`src/core/tba_consts.svh`:
```
`ifndef TBA_CONSTS_SVH
`define TBA_CONSTS_SVH

// Register byte offsets
`define TBA_OFF_CTRL 8'h00
`define TBA_OFF_STATUS 8'h04
`define TBA_OFF_TX_WORD 8'h08
`define TBA_OFF_CLKCOR 8'h0C
`define TBA_OFF_INT_STAT 8'h10
`define TBA_OFF_INT_MASK 8'h14

// Control field positions
`define TBA_CTRL_BOND_EN 0
`define TBA_CTRL_MINUS_EN 1
`define TBA_CTRL_PLUS_EN 2
`define TBA_CTRL_LB_LO 3
`define TBA_CTRL_LB_HI 4
`define TBA_CTRL_PWR_OFF 5
`define TBA_CTRL_MASTER 6

// Status field positions
`define TBA_ST_COMPLETE 0
`define TBA_ST_ALIGNED 1
`define TBA_ST_PWR_OFF 2
`define TBA_ST_BOND_LO 4
`define TBA_ST_BOND_HI 7
`define TBA_ST_WORD_LO 16
`define TBA_ST_WORD_HI 25

// Interrupt bit positions
`define TBA_INT_BOND 0
`define TBA_INT_REALIGN 1
`define TBA_INT_CLKCOR 2

// Reset values
`define TBA_RST_CTRL 7'h00
`define TBA_RST_TX_WORD 10'h0FA
`define TBA_RST_CLKCOR 10'h2AA
`define TBA_RST_INT_MASK 3'h0

// Line coding
`define TBA_WORD_LAST 4'h9
`define TBA_PLUS_COMMA 7'h1F
`define TBA_MINUS_COMMA 7'h60

`endif

```
`src/core/tba_pkg.sv`:
```
`default_nettype none
package tba_pkg;

	// Link progress, Gray coded along off, hunt, aligned, bonded
	typedef enum logic [1:0] {
		LS_OFF = 2'b00,
		LS_HUNT = 2'b01,
		LS_ALIGN = 2'b11,
		LS_BOND = 2'b10
	} tba_link_e;

	// Bonding control bus between transceivers
	typedef struct packed {
		logic bond_mark;
		logic clkcor_mark;
		logic aligned;
		logic complete;
	} tba_bond_s;

	// Control register fields
	typedef struct packed {
		logic master;
		logic power_off;
		logic [1:0] loopback;
		logic plus_en;
		logic minus_en;
		logic bond_en;
	} tba_ctrl_s;

	// APB request from the master
	typedef struct packed {
		logic [7:0] paddr;
		logic psel;
		logic penable;
		logic pwrite;
		logic [31:0] pwdata;
	} tba_apb_req_s;

	// APB answer to the master
	typedef struct packed {
		logic [31:0] prdata;
		logic pready;
		logic pslverr;
	} tba_apb_rsp_s;

	// Whole state of the top module
	typedef struct packed {
		tba_ctrl_s ctrl;
		logic [9:0] tx_word;
		logic [9:0] clkcor_word;
		logic [2:0] int_stat;
		logic [2:0] int_mask;
		tba_link_e link;
		logic [9:0] rx_sh;
		logic [3:0] rx_cnt;
		logic [9:0] rx_word;
		logic [9:0] tx_sh;
		logic [3:0] tx_cnt;
		tba_bond_s bond_out;
		logic tx_pos;
		logic tx_neg;
		tba_apb_rsp_s rsp;
		logic irq;
		logic readback;
	} tba_state_s;

endpackage
`default_nettype wire

```
`src/core/tba_sync2.sv`:
```
`default_nettype none
module tba_sync2 #(
	parameter int W = 1
) (
	input wire logic sys_clk,
	input wire logic srst,
	input wire logic clk_en,
	input wire logic [W-1:0] din,
	output logic [W-1:0] dout
);

	typedef struct packed {
		logic [W-1:0] meta;
		logic [W-1:0] safe;
	} tba_sync_s;

	tba_sync_s st_ff;
	tba_sync_s nxt_st;

	// First stage feeds only the second
	always_comb begin
		nxt_st.meta = din;
		nxt_st.safe = st_ff.meta;
	end

	// Two-stage register
	always_ff @(posedge sys_clk) begin
		if (srst) begin
			st_ff <= '0;
		end else if (clk_en) begin
			st_ff <= nxt_st;
		end
	end

	assign dout = st_ff.safe;

endmodule
`default_nettype wire

```
`src/core/tba_top.sv`:
```
// The address map and the APB interface to the registers were chosen for this implementation.
`include "tba_consts.svh"
`default_nettype none
module tba_top (
	input wire logic sys_clk,
	input wire logic srst,
	input wire logic clk_en,
	input wire tba_pkg::tba_apb_req_s apb_req,
	output tba_pkg::tba_apb_rsp_s apb_rsp,
	output logic irq,
	input wire logic serial_rx_pos,
	input wire logic serial_rx_neg,
	output logic serial_tx_pos,
	output logic serial_tx_neg,
	input wire tba_pkg::tba_bond_s bond_ctrl_in,
	output tba_pkg::tba_bond_s bond_ctrl_out,
	output logic bond_complete,
	input wire logic reconf_enable,
	input wire logic reconf_data_in,
	output logic readback_data_out
);
	import tba_pkg::*;

	tba_state_s st_ff;
	tba_state_s nxt_st;
	logic [1:0] rx_pins;
	tba_bond_s bond_in;
	logic rx_bit;
	logic rx_valid;
	logic [9:0] sh_new;
	logic [9:0] word;
	logic word_done;
	logic match;
	logic realign;
	logic comma_word;
	logic aligned;
	logic bond_hit;
	logic [2:0] ev;
	logic [2:0] clr;
	logic [31:0] rd;
	logic rd_err;
	logic wr_go;

	////////////////////////////////////////////////////////////////
	// Pin and peer synchronisers

	// Serial pads pass two flops
	tba_sync2 #(.W(2)) u_rx_sync (
		.sys_clk(sys_clk),
		.srst(srst),
		.clk_en(clk_en),
		.din({serial_rx_pos, serial_rx_neg}),
		.dout(rx_pins)
	);

	// Peer bonding bus comes from another clock
	tba_sync2 #(.W(4)) u_bond_sync (
		.sys_clk(sys_clk),
		.srst(srst),
		.clk_en(clk_en),
		.din(bond_ctrl_in),
		.dout(bond_in)
	);

	////////////////////////////////////////////////////////////////
	// Next-state logic

	always_comb begin
		nxt_st = st_ff;
		rx_bit = 1'b0;
		rx_valid = 1'b0;
		sh_new = st_ff.rx_sh;
		word = st_ff.rx_word;
		word_done = 1'b0;
		match = 1'b0;
		realign = 1'b0;
		comma_word = 1'b0;
		bond_hit = 1'b0;
		ev = 3'h0;
		clr = 3'h0;
		rd = 32'h0000_0000;
		rd_err = 1'b0;
		wr_go = 1'b0;
		aligned = (st_ff.link == LS_ALIGN) || (st_ff.link == LS_BOND);
		nxt_st.bond_out.bond_mark = 1'b0;
		nxt_st.bond_out.clkcor_mark = 1'b0;
		nxt_st.readback = 1'b0;

		// Transmit serializer, sends msb first
		if (st_ff.ctrl.power_off) begin
			nxt_st.tx_sh = 10'h000;
			nxt_st.tx_cnt = 4'h0;
			nxt_st.tx_pos = 1'b0;
			nxt_st.tx_neg = 1'b0;
		end else begin
			if (st_ff.tx_cnt == `TBA_WORD_LAST) begin
				nxt_st.tx_cnt = 4'h0;
				nxt_st.tx_sh = st_ff.tx_word;
			end else begin
				nxt_st.tx_cnt = st_ff.tx_cnt + 4'h1;
				nxt_st.tx_sh = {st_ff.tx_sh[8:0], 1'b0};
			end
			nxt_st.tx_pos = st_ff.tx_sh[9];
			nxt_st.tx_neg = ~st_ff.tx_sh[9];
		end

		// Receive path and comma alignment
		if (st_ff.ctrl.power_off) begin
			nxt_st.rx_sh = 10'h000;
			nxt_st.rx_cnt = 4'h0;
		end else if (st_ff.ctrl.loopback[0]) begin
			// Parallel loopback takes the transmit word
			word_done = (st_ff.tx_cnt == `TBA_WORD_LAST);
			word = st_ff.tx_word;
			match = (st_ff.ctrl.plus_en && word[9:3] == `TBA_PLUS_COMMA) ||
				(st_ff.ctrl.minus_en && word[9:3] == `TBA_MINUS_COMMA);
		end else begin
			if (st_ff.ctrl.loopback[1]) begin
				rx_bit = st_ff.tx_pos;
				rx_valid = 1'b1;
			end else begin
				rx_bit = rx_pins[1];
				rx_valid = rx_pins[1] ^ rx_pins[0]; // Equal legs carry no bit
			end
			if (rx_valid) begin
				sh_new = {st_ff.rx_sh[8:0], rx_bit};
				match = (st_ff.ctrl.plus_en && sh_new[9:3] == `TBA_PLUS_COMMA) ||
					(st_ff.ctrl.minus_en && sh_new[9:3] == `TBA_MINUS_COMMA);
				realign = match && (st_ff.rx_cnt != `TBA_WORD_LAST);
				word_done = (st_ff.rx_cnt == `TBA_WORD_LAST) || realign;
				word = sh_new;
				nxt_st.rx_sh = sh_new;
				nxt_st.rx_cnt = word_done ? 4'h0 : st_ff.rx_cnt + 4'h1;
			end
		end
		if (word_done) begin
			nxt_st.rx_word = word;
		end
		comma_word = word_done && match;

		// Clock correction seen locally or from the master
		if (word_done && word == st_ff.clkcor_word) begin
			ev[`TBA_INT_CLKCOR] = 1'b1;
			nxt_st.bond_out.clkcor_mark = st_ff.ctrl.master;
		end
		if (!st_ff.ctrl.master && st_ff.ctrl.bond_en && bond_in.clkcor_mark) begin
			ev[`TBA_INT_CLKCOR] = 1'b1;
		end
		if (realign && aligned) begin
			ev[`TBA_INT_REALIGN] = 1'b1;
		end

		// Master marks bonding on boundary commas, slave follows
		if (st_ff.ctrl.master) begin
			bond_hit = st_ff.ctrl.bond_en && comma_word;
			nxt_st.bond_out.bond_mark = bond_hit && aligned;
		end else begin
			bond_hit = st_ff.ctrl.bond_en && bond_in.bond_mark;
		end

		// Link state machine
		case (st_ff.link)
			LS_OFF: begin
				nxt_st.link = LS_HUNT;
			end
			LS_HUNT: begin
				if (comma_word) begin
					nxt_st.link = LS_ALIGN;
				end
			end
			LS_ALIGN: begin
				if (bond_hit && !realign) begin
					nxt_st.link = LS_BOND;
					ev[`TBA_INT_BOND] = 1'b1;
				end
			end
			LS_BOND: begin
				if (!st_ff.ctrl.bond_en || realign) begin
					nxt_st.link = LS_ALIGN;
				end
			end
			default: begin
				nxt_st.link = LS_OFF;
			end
		endcase
		if (st_ff.ctrl.power_off) begin
			nxt_st.link = LS_OFF;
			nxt_st.bond_out.bond_mark = 1'b0;
			nxt_st.bond_out.clkcor_mark = 1'b0;
			ev = 3'h0;
		end
		nxt_st.bond_out.aligned = (nxt_st.link == LS_ALIGN) || (nxt_st.link == LS_BOND);
		nxt_st.bond_out.complete = (nxt_st.link == LS_BOND);

		// Read data decode at setup phase
		if (apb_req.paddr == `TBA_OFF_CTRL) begin
			rd[`TBA_CTRL_BOND_EN] = st_ff.ctrl.bond_en;
			rd[`TBA_CTRL_MINUS_EN] = st_ff.ctrl.minus_en;
			rd[`TBA_CTRL_PLUS_EN] = st_ff.ctrl.plus_en;
			rd[`TBA_CTRL_LB_HI:`TBA_CTRL_LB_LO] = st_ff.ctrl.loopback;
			rd[`TBA_CTRL_PWR_OFF] = st_ff.ctrl.power_off;
			rd[`TBA_CTRL_MASTER] = st_ff.ctrl.master;
		end else if (apb_req.paddr == `TBA_OFF_STATUS) begin
			rd[`TBA_ST_COMPLETE] = st_ff.bond_out.complete;
			rd[`TBA_ST_ALIGNED] = st_ff.bond_out.aligned;
			rd[`TBA_ST_PWR_OFF] = (st_ff.link == LS_OFF);
			rd[`TBA_ST_BOND_HI:`TBA_ST_BOND_LO] = bond_in;
			rd[`TBA_ST_WORD_HI:`TBA_ST_WORD_LO] = st_ff.rx_word;
		end else if (apb_req.paddr == `TBA_OFF_TX_WORD) begin
			rd[9:0] = st_ff.tx_word;
		end else if (apb_req.paddr == `TBA_OFF_CLKCOR) begin
			rd[9:0] = st_ff.clkcor_word;
		end else if (apb_req.paddr == `TBA_OFF_INT_STAT) begin
			rd[2:0] = st_ff.int_stat;
		end else if (apb_req.paddr == `TBA_OFF_INT_MASK) begin
			rd[2:0] = st_ff.int_mask;
		end else begin
			rd_err = 1'b1; // Unmapped address
		end

		// Answer is registered, ready in the access phase
		nxt_st.rsp.pready = apb_req.psel && !apb_req.penable;
		if (apb_req.psel && !apb_req.penable) begin
			nxt_st.rsp.prdata = apb_req.pwrite ? 32'h0000_0000 : rd;
			nxt_st.rsp.pslverr = rd_err;
		end
		wr_go = apb_req.psel && apb_req.penable && st_ff.rsp.pready &&
			apb_req.pwrite && !st_ff.rsp.pslverr;

		// Register writes at the access edge
		if (wr_go) begin
			if (apb_req.paddr == `TBA_OFF_CTRL) begin
				nxt_st.ctrl.bond_en = apb_req.pwdata[`TBA_CTRL_BOND_EN];
				nxt_st.ctrl.minus_en = apb_req.pwdata[`TBA_CTRL_MINUS_EN];
				nxt_st.ctrl.plus_en = apb_req.pwdata[`TBA_CTRL_PLUS_EN];
				nxt_st.ctrl.loopback = apb_req.pwdata[`TBA_CTRL_LB_HI:`TBA_CTRL_LB_LO];
				nxt_st.ctrl.power_off = apb_req.pwdata[`TBA_CTRL_PWR_OFF];
				nxt_st.ctrl.master = apb_req.pwdata[`TBA_CTRL_MASTER];
			end else if (apb_req.paddr == `TBA_OFF_TX_WORD) begin
				nxt_st.tx_word = apb_req.pwdata[9:0];
			end else if (apb_req.paddr == `TBA_OFF_CLKCOR) begin
				nxt_st.clkcor_word = apb_req.pwdata[9:0];
			end else if (apb_req.paddr == `TBA_OFF_INT_STAT) begin
				clr = apb_req.pwdata[2:0];
			end else if (apb_req.paddr == `TBA_OFF_INT_MASK) begin
				nxt_st.int_mask = apb_req.pwdata[2:0];
			end
		end

		// Sticky events, a new event beats a clear
		nxt_st.int_stat = (st_ff.int_stat & ~clr) | ev;
		nxt_st.irq = |(nxt_st.int_stat & nxt_st.int_mask);
	end

	////////////////////////////////////////////////////////////////
	// State register

	always_ff @(posedge sys_clk) begin
		if (srst) begin
			st_ff <= '0;
			st_ff.ctrl <= `TBA_RST_CTRL;
			st_ff.tx_word <= `TBA_RST_TX_WORD;
			st_ff.clkcor_word <= `TBA_RST_CLKCOR;
			st_ff.int_mask <= `TBA_RST_INT_MASK;
			st_ff.link <= LS_OFF;
		end else if (clk_en) begin
			st_ff <= nxt_st;
		end
	end

	////////////////////////////////////////////////////////////////
	// Outputs straight from the state register

	assign apb_rsp = st_ff.rsp;
	assign irq = st_ff.irq;
	assign serial_tx_pos = st_ff.tx_pos;
	assign serial_tx_neg = st_ff.tx_neg;
	assign bond_ctrl_out = st_ff.bond_out;
	assign bond_complete = st_ff.bond_out.complete;
	assign readback_data_out = st_ff.readback;

endmodule
`default_nettype wire

```
`config.mk`:
```
export PLATFORM = sky130hd
export DESIGN_NAME = tba_top
export DESIGN_NICKNAME = d
export VERILOG_FILES = /design/src/core/tba_pkg.sv /design/src/core/tba_sync2.sv /design/src/core/tba_top.sv
export VERILOG_INCLUDE_DIRS = /design/src /design/src/core
export SDC_FILE = /design/constraint.sdc
export NUM_CORES = 1
export LEC_CHECK = 0
export ABC_AREA = 1
export BUFFER_PORTS_ARGS = -buffer_cell sky130_fd_sc_hd__buf_2
export CORE_ASPECT_RATIO = 0.9
export CORE_MARGIN = 3
export CORE_UTILIZATION = 50
export CTS_CLUSTER_DIAMETER = 50
export CTS_CLUSTER_SIZE = 30
export DETAILED_ROUTE_END_ITERATION = 6
export HOLD_SLACK_MARGIN = 0.05
export PLACE_DENSITY_LB_ADDON = 0.05
export SLEW_MARGIN = 20
export SYNTH_ARGS = -nofsm -noshare
export SYNTH_HDL_FRONTEND = slang
export SYNTH_SLANG_ARGS = --single-unit
```
`constraint.sdc`:
```
create_clock -name sys_clk -period 1.7 [get_ports sys_clk]
set_input_delay 0.34 -clock sys_clk [delete_from_list [all_inputs] [get_ports sys_clk]]
set_output_delay 0.34 -clock sys_clk [all_outputs]
set_load 0.02 [all_outputs]
```
==> results of run 1 <==
Yosys cell counts, types with 4 or more instances:
master      n  area share [%]
o311ai_0    4            0.62
nor2_2      5            0.55
nor2_1     59             3.9
o21ai_0    83             7.3
a21oi_1    98             8.6
nand4_1    18             2.0
ha_1        4            0.88
buf_4      41             5.4
buf_2       4            0.35
o22ai_1     6            0.66
dfxtp_1   113              40
xor2_1      4            0.62
clkbuf_1   28             1.8
inv_1      93             6.1
nand2_1   175              12
nand3_1    29             2.6
nor3_1      6            0.53
o211ai_1   16             2.1
tightest hold or removal path: stages:
cell	delay, ns
buf_2	0.07
nor2_1	0.03
nor2_1	0.08
placed cells by master, fill, tap and decap left out, types with 2 or more instances in the layout:
cell type	instances
clkbuf_1	7
ha_1	2
o221ai_1	3
nand2_2	7
nand3_1	20
o2111ai_1	2
nor2_4	5
buf_6	4
o21ai_1	5
xor2_1	4
conb_1	13
ha_4	2
inv_2	12
nor3_1	5
o21ai_2	2
nand4_1	18
o211ai_1	16
nand3b_1	3
nand2_1	168
a21oi_2	2
buf_2	59
buf_12	5
nand3_2	9
a31oi_1	3
dfxtp_1	105
inv_4	2
a21oi_1	96
o21ai_0	77
nor2_1	53
or2_2	2
inv_1	81
o22ai_1	6
nand2_4	2
nor2_2	6
o311ai_0	4
clkbuf_16	17
dfxtp_2	7
clkbuf_8	2
buf_4	127
clkinv_2	6
cells by family (layout without fill, tap and decap cells):
| logic type | after synthesis | after routing | synth area share [%] |
|---|---|---|---|
| flops | 113 | 113 | 39.77 |
| xor+xnor | 4 | 4 | 0.6159 |
| compound gates | 224 | 224 | 21.71 |
| simple gates | 302 | 302 | 22.68 |
| buf+inv | 171 | 324 | 14.28 |
| other cells | 1 | 13 | 0.06593 |
| fa+ha+maj | 4 | 4 | 0.8799 |
layer usage:
metal	vias to the layer above	global-route usage, %	wire (um)
li1	2972	-	-
met1	2804	38.65	8284
met2	197	43.49	8131
met3	31	6.804	1191
met4	0	10.50	374
met5	-	0	0
state kept, by name (all words and copies together) (netlist names):
signal	cells
st_ff	72
apb_rsp	22
u_bond_sync.dout	4
u_bond_sync.nxt_st	4
bond_ctrl_out	3
u_rx_sync.dout	2
u_rx_sync.nxt_st	2
bond_complete	1
irq	1
serial_tx_neg	1
serial_tx_pos	1
how the worst max path moves through the flow:
stage                                         from                          to  slack [ns]  cells past startpoint
finish                      st_ff[76]$_SDFFE_PP0P_            irq$_SDFFE_PP0P_       -0.28                     16
global route                st_ff[76]$_SDFFE_PP0P_            irq$_SDFFE_PP0P_       -0.42                     16
CTS                         st_ff[67]$_SDFFE_PP0P_            irq$_SDFFE_PP0P_       -0.21                     15
detailed placement          st_ff[78]$_SDFFE_PP0P_  bond_complete$_SDFFE_PP0P_       -0.33                     15
global placement            st_ff[78]$_SDFFE_PP0P_            irq$_SDFFE_PP0P_       -0.31                     15
floorplan           u_rx_sync.dout[1]$_SDFFE_PP0P_            irq$_SDFFE_PP0P_       0.006                     19
per-stage QoR:
| step | total power (W) | hold WS, ns | util (%) | setup TNS [ns] | area (um2) |
|---|---|---|---|---|---|
| floorplan | 0.003088 | 0.4343 | - | 0 | 5764 |
| global route | 0.006615 | 0.1463 | 69.42 | -5.293 | 7599 |
| global placement | 0.003263 | 0.4437 | 62.12 | -6.421 | 6799 |
| finish | 0.006404 | 0.1387 | 69.42 | -3.142 | 7599 |
| detailed placement | 0.003277 | 0.4535 | 62.12 | -9.408 | 6799 |
| CTS | 0.006383 | 0.1396 | 68.05 | -1.540 | 7448 |
cell type report:
cell class	instances	area share, %
inverter	96	4.825
clock inverter	6	0.4281
tap	152	2.503
multi-input combinational	547	37.56
timing repair buffer	196	18.44
sequential	113	29.94
clock buffer	26	6.307
repair_timing:
item	4_1_cts	5_1_grt
setup endpoints to repair	20	65
gates resized for setup	33	36
gates cloned	0	1
pin swaps	2	6
buffers inserted	8	5
report_power, final:
group	switching, W	internal [W]	total, W
combinational	0.000340	0.000215	0.000555
sequential	0.0000280	0.00269	0.00272
clock	0.00121	0.00192	0.00313
total	0.00158	0.00482	0.00640
==> summary.md, run 1 <==
| Metric | Value |
|---|---|
| Flops & latches, synth | 113 |
| Cell leakage power | approximately 3.4 nW |
| Antenna violations before repair | 0 |
| CP peak stage delay | around 0.33 ns |
| Area grow syn2layout | 33.59% |
| Yosys cell types | 39 |
| Crit path max-delay family | simple AND/OR/NAND/NOR gates |
| Io pins | 97 |
| Worst EP required | between 2 and 2.5 ns |
| Pwr Density | around 840 nW/um2 |
| Clk_skew | just over 0.007 ns |
| Largest net degree at the start of global routing | 60 |
| Fillers | 980 |
| Die height | 107.2 um |
| CTS max path bufs | 2 |
| Failing checks | setup timing |
| Wirelength per Cell | 15.83 um |
| Antenna Nets Post-Route | 0 |
| Final Critical Period | around 2.0 ns |
| Hold endpoint | u_bond_sync.nxt_st[0]$_SDFFE_PP0P_ |
| CP max stage cell | dfxtp_1 |
| ANT cells | 0 |
| Status | complete, but fails checks |
| Slew @ Worst Pin | about 0.57 ns |
| CTS tree | done |
| Final GP Congestion | ~0.91 |
| DRT Wirelength | between 15000 and 20000 um |
| Worst reg2reg startpoint | st_ff[76]$_SDFFE_PP0P_ |
| Critical path fanouts, max | 3 |
| Hold buffers post-CTS | 0 |
| Syn Inst Count | approximately 800 |
| Setup CP Type | register to register |
| RSZ-0062 raised after global routing | yes |
| Share of cells above drive strength 1 | between 20% and 30% |
| Dpl hpwl | 12850 um |
| Root Driver | clkbuf_16 |
| VDD IR max | 0.6070 mV |
| Worst-Skew Late Latency | roughly 0.43 ns |
| Core box area | approximately 11000 um2 |
| Synth Warn # | 0 |
| Top_reg_cell synth | dfxtp_1 |
| Slew headroom | 61.68% |
| Min-delay src | bond_ctrl_in[0] |
| Count of final setup violators | 19 |
| DP Cell Count | 1092 |
| Hold Crit Depth | 3 |
| PnR worst setup slack | -0.2754 ns |
| Port bufs | 59 |
| Critical-path cell list | inv_2 > nand2_1 > nor2_1 > nand2_1 > nand3_2 > nand2_1 > nand2_1 > nand2_2 > buf_4 > nor3_2 > nand3_1 > nand2_1 > nand3_1 > nand2_2 > a22oi_2 > a21oi_2 |
| Mapped Area | roughly 5700 um2 |
| Total congestion overflow | 0 |
| Worst setup EP type | register |
| Hold Crit Class | input pin to register |
| Final Hold Vio Count | 0 |
| Iteration-0 DRC count of the detailed router | 491 |
| Final period utilization | 116.2% |
| Fmax | ~0.51 GHz |
| CP startpoint kind | register |
| DRC | 0 |
| Setup slack, reg-to-reg | -0.28 ns |
| Total track usage | approximately 28% |
| Multi-input gate area | roughly 2900 um2 |
| Vias in the first global route | ~5500 |
| FP Rows | 36 |
| Seq/Total Area, Yosys | about two fifths |
| Pre-antenna DRT Iters | 5 |
| Via-to-Cell Ratio | around 5.3 |
| DR vias | about 6000 |
| R2R depth | 16 |
| Critical path data arrival time | between 2 and 2.5 ns |
| Clock sink total | around 110 |
| CTS H-tree depth | 4 |
| CP dominant cell by count | nand2_1 |
| Die Wd | roughly 120 um |
| Bufs and invs on worst path | 2 |
| Num CTS Buffers | 17 |
| Place WS | -0.3280 ns |
| Die area | 12690 um2 |
| EDFF count, synth | 0 |
| Initial Util | ~52% |
| Synthesized area per cell | just under 7 um2 |
| Finished Layout Cells | between 1000 and 1500 |
| Storage cell area | 2275 um2 |
| MaxCap Viol Count | 0 |
| Fin. max-slew vios | 0 |
| First-pass GRT wire length | 28080 um |
| Clock transition at the registers of the reported paths | 0.05 ns |
| Reg2Reg Capture Point | irq$_SDFFE_PP0P_ |
| Synth async-reset ratio | 0% |
| Nets@finish | around 1000 |
Note: power is estimated with default switching activity, not from simulation.
==> inputs of run 2 (changes only) <==
- CAP_MARGIN: default -> 20
- CTS_BUF_LIST: default -> sky130_fd_sc_hd__clkbuf_8
- RECOVER_POWER: default -> 100
==> summary.md, run 2 (synthesis results as in run 1) <==
| Metric | Value |
|---|---|
| Final Hold Vio Count | 0 (unchanged) |
| Failing checks | setup timing |
| Final period utilization | 113.7% (-2.5 points) |
| Antenna violations before repair | 0 (unchanged) |
| Sw Ratio | 26.74% (+2.1 points) |
| Total congestion overflow | 0 (unchanged) |
| Biggest register | st_ff |
| Final core occ | 66.37% (-3.1 points) |
| Antenna Nets Post-Route | 0 (unchanged) |
| Total track usage | 27.70% (-0.55 points) |
| CP dominant cell by count | nand2_1 |
| Wirelength per Cell | 15.48 um (-2.2%) |
| Hold Crit Depth | 3 (unchanged) |
| Seq pwr share | 50.7% (+8.2 points) |
| Critical path data arrival time | 2.31 ns (-0.02 ns) |
| Die area | 12690 um2 (unchanged) |
| MaxCap Viol Count | 0 (unchanged) |
| Area grow syn2layout | 27.72% |
| Count of final setup violators | 17 (-2) |
| Slew @ Worst Pin | 0.5737 ns (-0.001068 ns) |
| Place WS | -0.3280 ns (unchanged) |
| Fillers | 1044 (+6.5%) |
| DRT Wirelength | 17550 um (-2.4%) |
| Critical-path cell list | inv_2 > nand2_4 > nand3_4 > buf_12 > nand2_2 > nand3_1 > nand2_2 > nor2_2 > nor2_1 > nand2_1 > nor2_2 > nand3_2 > nand2_1 > nand2_1 > nand2_1 > nand2_1 > nand2_1 > nand2_1 > a21oi_2 |
| Fmax | 0.5172 GHz (+2.2%) |
| DR vias | 5967 (-0.62%) |
| Clock transition at the registers of the reported paths | 0.07 ns (+0.02 ns) |
| Worst setup EP type | register |
| Pre-antenna DRT Iters | 5 (unchanged) |
| Clock sink total | 113 (unchanged) |
| Switching power | 0.001432 W (-9.3%) |
| Io pins | 97 (unchanged) |
| Die height | 107.2 um (unchanged) |
| Port bufs | 59 (unchanged) |
| Via-to-Cell Ratio | 5.262 (-0.44%) |
| Hold endpoint | u_bond_sync.nxt_st[0]$_SDFFE_PP0P_ |
| Iteration-0 DRC count of the detailed router | 487 (-0.81%) |
| CTS tree | done |
| Vias in the first global route | 5406 (-2.0%) |
| Min-delay src | bond_ctrl_in[0] |
| CP startpoint kind | register |
| First-pass GRT wire length | 27660 um (-1.5%) |
| Critical path fanouts, max | 11 (+8) |
| Largest net degree at the start of global routing | 60 (unchanged) |
| Clk pwr share | 39.2% (-9.7 points) |
| Worst EP required | 2.08 ns (+0.02 ns) |
| Hold buffers post-CTS | 0 (unchanged) |
| Clk_skew | 0.009803 ns (+0.002537 ns) |
| CP peak stage delay | 0.36 ns (+0.03 ns) |
| Cell leakage power | 3.202 nW (-6.5%) |
| Max reg flops | 72 (unchanged) |
| Commonest non-fill, non-tap cells in the layout | nand2_1, buf_4, dfxtp_1 |
| Slew headroom | 61.75% (+0.071 points) |
| Total power draw | 0.005356 W (-16%) |
| Most common cell after layout, fill and taps aside | nand2_1 |
| Dpl hpwl | 12850 um (unchanged) |
| FP Rows | 36 (unchanged) |
| Combinational fraction of design power | 10.1% (+1.4 points) |
| CTS H-tree depth | 4 (unchanged) |
| Setup slack, reg-to-reg | -0.23 ns (+0.04 ns) |
| R2R depth | 19 (+3) |
| Fin. max-slew vios | 0 (unchanged) |
| Internal | 0.003924 W (-19%) |
| CP max stage cell | dfxtp_2 |
| Share of cells above drive strength 1 | 25.36% (-4.0 points) |
| CTS max path bufs | 2 (unchanged) |
| Cell area after layout | 7264 um2 (-4.4%) |
| Status | complete, but fails checks |
| Core box area | 10950 um2 (unchanged) |
| ANT cells | 0 (unchanged) |
| Nets@finish | 1027 (-0.19%) |
| Placed cell area | 6799 um2 (unchanged) |
| Pwr Density | 737.3 nW/um2 (-13%) |
| TNS Setup | -1.971 ns (+1.170 ns) |
| Die Wd | 118.4 um (unchanged) |
| PnR worst setup slack | -0.2335 ns (+0.04188 ns) |
| Final Critical Period | 1.934 ns (-0.04188 ns) |
| Root Driver | clkbuf_8 |
| Worst-Skew Late Latency | 0.45 ns (+0.02 ns) |
| Final GP Congestion | 0.9146 (unchanged) |
| Worst reg2reg startpoint | u_rx_sync.dout[0]$_SDFFE_PP0P_ |
| RSZ-0062 raised after global routing | yes |
| DRC | 0 (unchanged) |
| VDD IR max | 0.6744 mV (+11%) |
| Initial Util | 51.97% (unchanged) |
| Setup CP Type | register to register |
| Reg2Reg Capture Point | irq$_SDFFE_PP0P_ |
| Hold Crit Class | input pin to register |
| Num CTS Buffers | 17 (unchanged) |
## run 2: cell count changes in the layout (fill, tap and decap cells not counted), moves of 3 or more
cell,before,now
buf_2,59,30
buf_4,127,114
clkbuf_1,7,33
clkbuf_16,17,0
clkbuf_2,0,3
clkbuf_4,1,7
clkbuf_8,2,19
inv_1,81,89
nor2_4,5,2
o21ai_1,5,8
## run 2: worst max-delay path, delay by kind of cell (launching register included)
kind | cells | cell delay (ns)
AO/OA/AOI/OAI | 1 | 0.11
flip-flops | 1 | 0.36
buffers and inverters | 2 | 0.22
AND/OR/NAND/NOR | 16 | 1.17
## run 2: how the worst max path moves through the flow
| stage | to | slack, ns | startpoint | cells after the start |
|---|---|---|---|---|
| 3_5_place_dp | bond_complete$_SDFFE_PP0P_ | -0.33 | st_ff[78]$_SDFFE_PP0P_ | 15 |
| 2_1_floorplan | irq$_SDFFE_PP0P_ | 0.006 | u_rx_sync.dout[1]$_SDFFE_PP0P_ | 19 |
| 4_1_cts | irq$_SDFFE_PP0P_ | -0.22 | u_rx_sync.dout[0]$_SDFFE_PP0P_ | 17 |
| 5_1_grt | irq$_SDFFE_PP0P_ | -0.42 | st_ff[76]$_SDFFE_PP0P_ | 16 |
| 6_report | irq$_SDFFE_PP0P_ | -0.23 | u_rx_sync.dout[0]$_SDFFE_PP0P_ | 19 |
| 3_3_place_gp | irq$_SDFFE_PP0P_ | -0.31 | st_ff[78]$_SDFFE_PP0P_ | 15 |
## run 2: final cells by class
class,count,area [um2],area share (%)
clock buffers,19,261.5,3.600
well taps,152,190.2,2.618
inverters,96,366.6,5.047
multi-input cells,547,2799,38.53
flip-flops and latches,113,2277,31.35
repair buffers,194,1311,18.05
clock inverters,13,58.81,0.8095
## run 2: metrics by stage
stage,cells,hold WS [ns]
after floorplan,831,0.4343
after CTS,1128,0.1077
after global routing,1134,0.1070
after detailed placement,1092,0.4535
final,1134,0.1188
after global placement,1092,0.4437
## run 2: power by group through the flow
stage                     combinational (W)  sequential [W]  clock [W]
after global routing               0.000601         0.00272    0.00228
after CTS                          0.000523         0.00271    0.00212
after floorplan                    0.000319         0.00277          0
after global placement             0.000494         0.00277          0
after detailed placement           0.000506         0.00277          0
final                              0.000542         0.00271    0.00210
## run 2: what timing repair did
item,4_1_cts,5_1_grt
pin swaps,3,6
cloned,0,1
resized for setup,32,35
setup endpoints to repair,20,58
setup buffers,4,5
## run 2: metal layers
layer | wire length [um] | vias to the layer above | global-route usage [%]
met3 | 1277 | 29 | 6.382
met2 | 7873 | 200 | 42.64
li1 | - | 2957 | -
met1 | 8100 | 2781 | 38.77
met4 | 299 | 0 | 8.602
met5 | 0 | - | 0
